**config.mk**
```make
export PLATFORM = sky130hd
export DESIGN_NAME = mcc_config_low
export DESIGN_NICKNAME = d
export VERILOG_FILES = /design/src/design/mcc_settle_timer.v /design/src/design/mcc_config_low.v
export VERILOG_INCLUDE_DIRS = /design/src /design/src/design
export SDC_FILE = /design/constraint.sdc
export NUM_CORES = 1
export LEC_CHECK = 0
export BUFFER_PORTS_ARGS = -buffer_cell sky130_fd_sc_hd__buf_2
export CAP_MARGIN = 5
export CORE_ASPECT_RATIO = 2
export CORE_UTILIZATION = 40
export CTS_CLUSTER_SIZE = 16
export DETAILED_ROUTE_END_ITERATION = 10
export GPL_ROUTABILITY_DRIVEN = 1
export PLACE_DENSITY = 0.62
export SLEW_MARGIN = 40
export SYNTH_ARGS = -nofsm -noshare
export SYNTH_HDL_FRONTEND = slang
export SYNTH_HIERARCHICAL = 1
export SYNTH_SLANG_ARGS = --single-unit
export TNS_END_PERCENT = 10
```
**constraint.sdc**
```tcl
create_clock -name clk -period 4.77 [get_ports clk]
set_clock_uncertainty 0.15 [all_clocks]
set_input_delay 0.954 -clock clk [delete_from_list [all_inputs] [get_ports clk]]
set_output_delay 0.954 -clock clk [all_outputs]
set_load 0.03 [all_outputs]
```
**src/design/mcc_cfg_map.vh**
```
// constants for the main configuration low register fields
`ifndef MCC_CFG_MAP_VH
`define MCC_CFG_MAP_VH
`define MCC_CFG_WIDTH 16
`define MCC_CFG_RESET 16'h0000
`define MCC_BIT_EXTREF 15
`define MCC_BIT_MERGE 12
`define MCC_BIT_BURST 11
`define MCC_BIT_DSMODE 10
`define MCC_BIT_SETTLE_HI 9
`define MCC_BIT_SETTLE_LO 8
`define MCC_BIT_ACCCLR 5
`define MCC_BIT_PIN4_HI 3
`define MCC_BIT_PIN4_LO 2
`define MCC_BIT_PIN3 1
`define MCC_BIT_SOFTWARE_RESET_TRIGGER 0
`define MCC_RW_MASK 16'h9F0E
`define MCC_BURST_A_LO 16'h0500
`define MCC_BURST_A_HI 16'h063C
`define MCC_BURST_B_LO 16'h0680
`define MCC_BURST_B_HI 16'h06BC
`define MCC_SETTLE0_MS 64
`define MCC_SETTLE1_MS 128
`define MCC_SETTLE2_MS 256
`define MCC_CLK_KHZ 40000
`define MCC_PIN4_EVENT 2'h2
`define MCC_PIN4_READY 2'h3
`endif

```
**src/design/mcc_settle_timer.v**
```verilog
// settle delay counter gating accumulation start
`timescale 1ns/1ps
`default_nettype none
`include "mcc_cfg_map.vh"
module mcc_settle_timer #(
	parameter CNT_W = 24,
	parameter [CNT_W-1:0] CYC0 = `MCC_SETTLE0_MS * `MCC_CLK_KHZ,
	parameter [CNT_W-1:0] CYC1 = `MCC_SETTLE1_MS * `MCC_CLK_KHZ,
	parameter [CNT_W-1:0] CYC2 = `MCC_SETTLE2_MS * `MCC_CLK_KHZ
) (
	// clocking
	input wire clk,
	input wire nrst,
	input wire ce,
	// control
	input wire restart,
	input wire [1:0] settleSel,
	// status
	output wire accumEnable
);
	// =====================================
	// counter
	reg [CNT_W-1:0] cnt_ff;
	reg done_ff;
	reg [CNT_W-1:0] limit;
	always @* begin
		case (settleSel)
			2'h0: limit = CYC0;
			2'h1: limit = CYC1;
			2'h2: limit = CYC2;
			default: limit = {CNT_W{1'b0}};
		endcase
	end
	always @(posedge clk) begin
		if (!nrst) begin
			cnt_ff <= {CNT_W{1'b0}};
			done_ff <= 1'b0;
		end else if (ce) begin
			if (restart) begin
				cnt_ff <= {CNT_W{1'b0}};
				done_ff <= 1'b0;
			end else if (!done_ff) begin
				if (cnt_ff >= limit) begin
					done_ff <= 1'b1;
				end else begin
					cnt_ff <= cnt_ff + {{(CNT_W-1){1'b0}}, 1'b1};
				end
			end
		end
	end
	assign accumEnable = done_ff;
endmodule
`default_nettype wire

```
**src/design/mcc_config_low.v**
```verilog
// main configuration low register with its control effects
`timescale 1ns/1ps
`default_nettype none
`include "mcc_cfg_map.vh"
// Functional notes
// - merge bit twelve routes all events to pin two
// - pin one keeps own events when merged
// - burst bit permits burst reads in ranges
// - burst bit drops read CRC word
// - dip mode zero: interrupt every cycle count
// - dip mode one: interrupt entry and exit
// - settle code sets accumulation start delay
// - accumulator clear zeroes converter and denominator
// - accumulator clear bit self clears
// - pin four: event, ready, or pulse four
// - pin three: pulse three or zero cross
// - software reset bit performs reset, self clears
module mcc_config_low #(
	parameter CNT_W = 24
) (
	// clocking
	input wire clk,
	input wire nrst,
	input wire ce,
	// register port
	input wire regWrite,
	input wire [15:0] regWdata,
	output reg [15:0] regRdata,
	// read request address for burst/crc decisions
	input wire [15:0] readAddr,
	output wire burstAllowed,
	output wire appendCrc,
	// interrupt sources
	input wire irqOneEvents,
	input wire irqTwoEvents,
	output reg firstIrqPin,
	output reg secondIrqPin,
	// dip/swell
	input wire sagSurgeCountDone,
	input wire sagSurgeEnter,
	input wire sagSurgeExit,
	output reg sagSurgeIrq,
	// accumulation
	output wire accumEnable,
	output reg pulseAccClear,
	// pulse pins
	input wire pulseFour,
	input wire pulseThree,
	input wire eventInd,
	input wire sampleReady,
	input wire zeroCross,
	output reg pulseOutputFour,
	output reg pulseOutputThree,
	// soft reset
	output reg softReset
);
	// =====================================
	// register storage
	reg [15:0] cfg_ff;
	wire [15:0] nxt_cfg;
	wire wr;
	assign wr = ce & regWrite;
	assign nxt_cfg = regWdata & `MCC_RW_MASK;
	always @(posedge clk) begin
		if (!nrst || (ce && softReset)) begin
			cfg_ff <= `MCC_CFG_RESET;
		end else if (wr) begin
			cfg_ff <= nxt_cfg;
		end
	end
	// the clear and reset bits are pulses, never stored, so they read as zero
	always @(posedge clk) begin
		if (!nrst) begin
			regRdata <= 16'h0000;
		end else if (ce) begin
			regRdata <= cfg_ff & `MCC_RW_MASK;
		end
	end
	// =====================================
	// self clearing actions
	always @(posedge clk) begin
		if (!nrst) begin
			pulseAccClear <= 1'b0;
			softReset <= 1'b0;
		end else if (ce) begin
			pulseAccClear <= wr & regWdata[`MCC_BIT_ACCCLR];
			softReset <= wr & regWdata[`MCC_BIT_SOFTWARE_RESET_TRIGGER];
		end
	end
	// =====================================
	// burst and crc
	function inRange;
		input [15:0] a;
		begin
			inRange = (a >= `MCC_BURST_A_LO && a <= `MCC_BURST_A_HI) ||
				(a >= `MCC_BURST_B_LO && a <= `MCC_BURST_B_HI);
		end
	endfunction
	assign burstAllowed = cfg_ff[`MCC_BIT_BURST] & inRange(readAddr);
	assign appendCrc = ~cfg_ff[`MCC_BIT_BURST];
	// =====================================
	// interrupt pins and dip/swell
	always @(posedge clk) begin
		if (!nrst) begin
			firstIrqPin <= 1'b0;
			secondIrqPin <= 1'b0;
			sagSurgeIrq <= 1'b0;
		end else if (ce) begin
			firstIrqPin <= irqOneEvents;
			if (cfg_ff[`MCC_BIT_MERGE]) begin
				secondIrqPin <= irqOneEvents | irqTwoEvents;
			end else begin
				secondIrqPin <= irqTwoEvents;
			end
			if (cfg_ff[`MCC_BIT_DSMODE]) begin
				sagSurgeIrq <= sagSurgeEnter | sagSurgeExit;
			end else begin
				sagSurgeIrq <= sagSurgeCountDone;
			end
		end
	end
	// =====================================
	// pulse pin routing
	always @(posedge clk) begin
		if (!nrst) begin
			pulseOutputFour <= 1'b0;
			pulseOutputThree <= 1'b0;
		end else if (ce) begin
			case (cfg_ff[`MCC_BIT_PIN4_HI:`MCC_BIT_PIN4_LO])
				`MCC_PIN4_EVENT: pulseOutputFour <= eventInd;
				`MCC_PIN4_READY: pulseOutputFour <= sampleReady;
				default: pulseOutputFour <= pulseFour;
			endcase
			pulseOutputThree <= cfg_ff[`MCC_BIT_PIN3] ? zeroCross : pulseThree;
		end
	end
	// =====================================
	// settle timer restarts on reset, clear or settle change
	wire restartSettle;
	assign restartSettle = pulseAccClear | softReset |
		(wr && nxt_cfg[9:8] != cfg_ff[9:8]);
	mcc_settle_timer #(
		.CNT_W(CNT_W)
	) uSettle (
		.clk(clk),
		.nrst(nrst),
		.ce(ce),
		.restart(restartSettle),
		.settleSel(cfg_ff[`MCC_BIT_SETTLE_HI:`MCC_BIT_SETTLE_LO]),
		.accumEnable(accumEnable)
	);
endmodule
`default_nettype wire

```
==> reports/results.txt <==
Critical path capture point: uSettle/cnt_ff[18]. In this run the deepest clock path goes through 2 buffers. The tools report the sum of net half-perimeters after detailed placement as 5500 um. The start-to-end type of the worst setup path was flip-flop to flip-flop. Buffers inserted to repair hold after CTS numbered 0. The detail route stage leaves a number of antenna-violating nets equal to 0. Across the run, the number of max-cap violations was 0.

For this run, asynchronously set or reset flops after synthesis account for 0%. The die covers 0.00800 sq mm. Most instantiated library cell after synthesis: sky130_fd_sc_hd__dfxtp_1. TritonCTS built the clock tree.

The tools report the synthesized cell area as 0.00305 sq mm. Across all layers, the routed design uses 2838 vias. The tightest min-delay check is of the flip-flop to flip-flop type. The length in cells of the worst reg-to-reg path was 11; the count of cells resized by post-cts repair was 0. sky130_fd_sc_hd__dfxtp_1 takes more of the synthesized area than any other cell. Once layout is complete, the utilization of the core stands at 48.0%. The first global-routing pass estimated 12600 um of wire. At the worst endpoint, the required time is 4.85 ns. Post-route minimum period: 3.59 ns. The run gives 0.872 as the final weighted congestion in routability-driven placement. Adding up every negative setup slack in the final design gives 0 ns.

Dividing the detail-routed wire length by the instance count gives 14.8 um. In this run the post-CTS setup repair buffer count came out at 0. The instance area after placement was 0.00337 sq mm. Yosys attributes the largest share of cell area to sky130_fd_sc_hd__dfxtp_1 (33%), sky130_fd_sc_hd__ha_1 (7.4%), sky130_fd_sc_hd__nand2_1 (6.0%). Simple-gate share of the synthesized area: 28.7%. The die span in y works out to 126 um. In the synthesized netlist, the number of instances is 363.

The run gives 2 as the depth of the CTS H-tree. For this design, the sink count on the clock tree is 50. The tools report the data arrival time of the critical path as 3.66 ns.

For the worst slack at placement, the log shows 1.24 ns. The initial utilization of the core area, before any placement, comes to 41.7%. Largest fanout on the critical path: 14.

In this run the critical register-to-register path is captured at uSettle/cnt_ff[18]. The count of buffers added on input and output ports is 59. Across the VDD grid, the largest voltage drop is 256 uV.

The Yosys warning count was 6; the number of synthesized flops with an enable pin was 0. The worst setup path is captured at a flip-flop. The detailed router finished its first iteration with 83 violations. The flow ran to the end, and the final reports show no timing, DRC or antenna violations. In the routed layout, each cell is associated on average with a via count of 5.55. Worst max-slew margin expressed relative to the limit: 59.3%.

The run gives 716 as the number of inserted filler cells in the final layout. After synthesis, the most frequently instantiated cells are sky130_fd_sc_hd__dfxtp_1 (50), sky130_fd_sc_hd__nand2_1 (49), sky130_fd_sc_hd__a21oi_1 (22), sky130_fd_sc_hd__nor2b_1 (22), sky130_fd_sc_hd__nand3_1 (19). For this run, the total global-route usage over all layers was measured as 20.1%. The synthesized netlist contains 56 unique library cells.

The root cell of the clock tree was sky130_fd_sc_hd__clkbuf_16. STA classifies the critical path startpoint as a flip-flop. 0 antenna diodes ended up in the layout. Summed over all layers, the global routing overflow is 0. Setup slack on the worst reg-to-reg path comes out at 1.18 ns. Each instance of the synthesized netlist takes up on average 8.40 sq um.

Of the total synthesized cell area, the portion taken by XOR and XNOR cells is 0.574%. Largest family of logic cells by synthesized area: simple AND/OR/NAND/NOR gates. 72 I/O pins were placed. Setup slack closes at 1.18 ns. Setup repair after global routing left no endpoint under its margin. Total power per unit cell area: 264 mW/mm^2. The total area inside the core boundary comes to 0.00732 sq mm. From synthesis to final layout, the design area changed by 15.2%. For the TritonCTS buffer count, the log shows 5. The design area is 0.00351 sq mm, and the via count of the first global-routing pass is 2746.

Of the post-synthesis cell area, the part taken by muxes is 3.94%. The tools report the row count as 44. Of the cells placed in the final design, the portion with a size suffix greater than 1 is 20.3%. Derived from the worst setup path, the maximum achievable clock frequency is 279 MHz.

The final-report max-slew violation count was 0; the clock transition at the register clock pins on the worst setup and hold paths after CTS was 0.07 ns. In this run the biggest area consumer among cell types represents 32.8% of the synthesized area. The design draws 928 uW. The synthesized design contains 50 register bits. Summing the areas of all fa, ha and maj instances in the mapped netlist gives 7.38% of the synthesized area. For this run, the register share of the synthesized area comes to 32.8%. For this run, the leading register cell type out of synthesis is sky130_fd_sc_hd__dfxtp_1. The die is 63.8 um wide. The number of remaining DRC errors was 0; the number of cells on the worst hold path was 2. The logs give 0.00145 uW for the standby leakage power and 7560 um for the detailed-route wire length.

The number of setup violations in the final report was 0; the length of the first detailed-routing pass in iterations was 4. The share of the synthesized area in compound gates (AO/OA/AOI/OAI) is 19.4%, and the count of final hold-check violations is 0. At the end of the flow, the number of nets in the layout was 482.

Dividing the final minimum period by the clock period gives 75.2%. For the worst-skew pair, the clock arrives at the later sink with an insertion delay of 0.30 ns. The tools report the reg-to-reg startpoint as cfg_ff[9]. The timing startpoint of the critical path was cfg_ff[9].

The number of antenna violations at the first check in global routing is 0, and the transition time at the pin with the least slew margin is 0.610 ns. The maximum number of pins on one net before global-route repair was 34.
[how the worst min path moves through the flow]
stage                          start         end  slack, ns
after floorplan           cfg_ff[15]  cfg_ff[15]       0.29
after global placement    cfg_ff[15]  cfg_ff[15]       0.30
after detailed placement  cfg_ff[15]  cfg_ff[15]       0.30
after CTS                 cfg_ff[15]  cfg_ff[15]       0.31
after global routing      cfg_ff[15]  cfg_ff[15]       0.33
final                     cfg_ff[15]  cfg_ff[15]       0.31
[through the flow]
stage / hold WS (ns) / cells
6_report: 0.308 / 511
5_1_grt: 0.326 / 511
4_1_cts: 0.313 / 511
3_5_place_dp: 0.304 / 503
3_3_place_gp: 0.302 / 503
2_1_floorplan: 0.286 / 369
[worst max-delay path, cell delays in order (launching register included)]
cell                      delay (ns)
sky130_fd_sc_hd__dfxtp_1        0.45
sky130_fd_sc_hd__inv_1          0.12
sky130_fd_sc_hd__ha_1           0.19
sky130_fd_sc_hd__inv_1          0.11
sky130_fd_sc_hd__ha_1           0.26
sky130_fd_sc_hd__nor2b_1        0.13
sky130_fd_sc_hd__o21a_1         0.19
sky130_fd_sc_hd__o41ai_4        0.50
sky130_fd_sc_hd__nand2_1        0.44
sky130_fd_sc_hd__buf_4          0.32
sky130_fd_sc_hd__or4_1          0.49
sky130_fd_sc_hd__a31oi_1        0.16
[registers in the layout (all words and copies together), names as in the netlist]
name and cells:
uSettle/accumEnable 1, secondIrqPin 1, cfg_ff 9, pulseOutputFour 1, pulseAccClear 1, regRdata 9
firstIrqPin 1, softReset 1, uSettle/cnt_ff 24, sagSurgeIrq 1, pulseOutputThree 1
[logic make-up after synthesis]
group / Yosys count
compound gates: 84
xor+xnor: 2
fa+ha+maj: 18
buf+inv: 39
flops: 50
mux: 12
other cells: 1
simple gates: 157
[report_power, final]
group | internal [uW] | total (uW) | switching [uW]
clock | 198 | 363 | 165
combinational | 46.6 | 130 | 83.0
sequential | 427 | 435 | 8.11
total | 672 | 928 | 257
[cell type report]
class / instances / area [sq um] / area share (%)
well taps: 92 / 115 / 3.28
multi-input cells: 280 / 1850 / 52.8
flip-flops and latches: 50 / 1000 / 28.5
inverters: 17 / 63.8 / 1.82
repair buffers: 64 / 333 / 9.47
clock buffers: 6 / 129 / 3.67
clock inverters: 2 / 17.5 / 0.499
[placed cells by master (no fill, tap or decap), types with 4 or more instances in the layout]
| cell type | Yosys | routed |
|---|---|---|
| sky130_fd_sc_hd__nor2b_1 | 22 | 22 |
| sky130_fd_sc_hd__buf_2 | 0 | 59 |
| sky130_fd_sc_hd__and3_1 | 8 | 8 |
| sky130_fd_sc_hd__o21ai_0 | 6 | 6 |
| sky130_fd_sc_hd__o211ai_1 | 12 | 12 |
| sky130_fd_sc_hd__dfxtp_1 | 50 | 50 |
| sky130_fd_sc_hd__clkbuf_16 | 0 | 5 |
| sky130_fd_sc_hd__inv_1 | 14 | 14 |
| sky130_fd_sc_hd__conb_1 | 1 | 7 |
| sky130_fd_sc_hd__a31oi_1 | 16 | 16 |
| sky130_fd_sc_hd__ha_1 | 18 | 18 |
| sky130_fd_sc_hd__o211a_1 | 4 | 4 |
| sky130_fd_sc_hd__buf_4 | 9 | 5 |
| sky130_fd_sc_hd__mux2i_1 | 12 | 12 |
| sky130_fd_sc_hd__or4_1 | 9 | 9 |
| sky130_fd_sc_hd__or3_1 | 4 | 4 |
| sky130_fd_sc_hd__nand4_1 | 6 | 6 |
| sky130_fd_sc_hd__nor4_1 | 4 | 4 |
| sky130_fd_sc_hd__nand3_1 | 19 | 19 |
| sky130_fd_sc_hd__nand2_1 | 49 | 49 |
| sky130_fd_sc_hd__nor2_1 | 15 | 15 |
| sky130_fd_sc_hd__a21oi_1 | 22 | 22 |
| sky130_fd_sc_hd__o31a_1 | 4 | 4 |
[routing by layer]
layer  vias to the layer above  global-route usage, %  wire length (um)  part of all wire (%)
li1                       1422                      -                 -                     -
met3                         8                   3.10               250                   3.3
met2                        75                   39.2              4270                    56
met1                      1333                   20.0              2910                    38
met5                         -                      0                 0                     0
met4                         0                   8.16               131                   1.7
No activity file was read; power rests on OpenSTA's default activity.
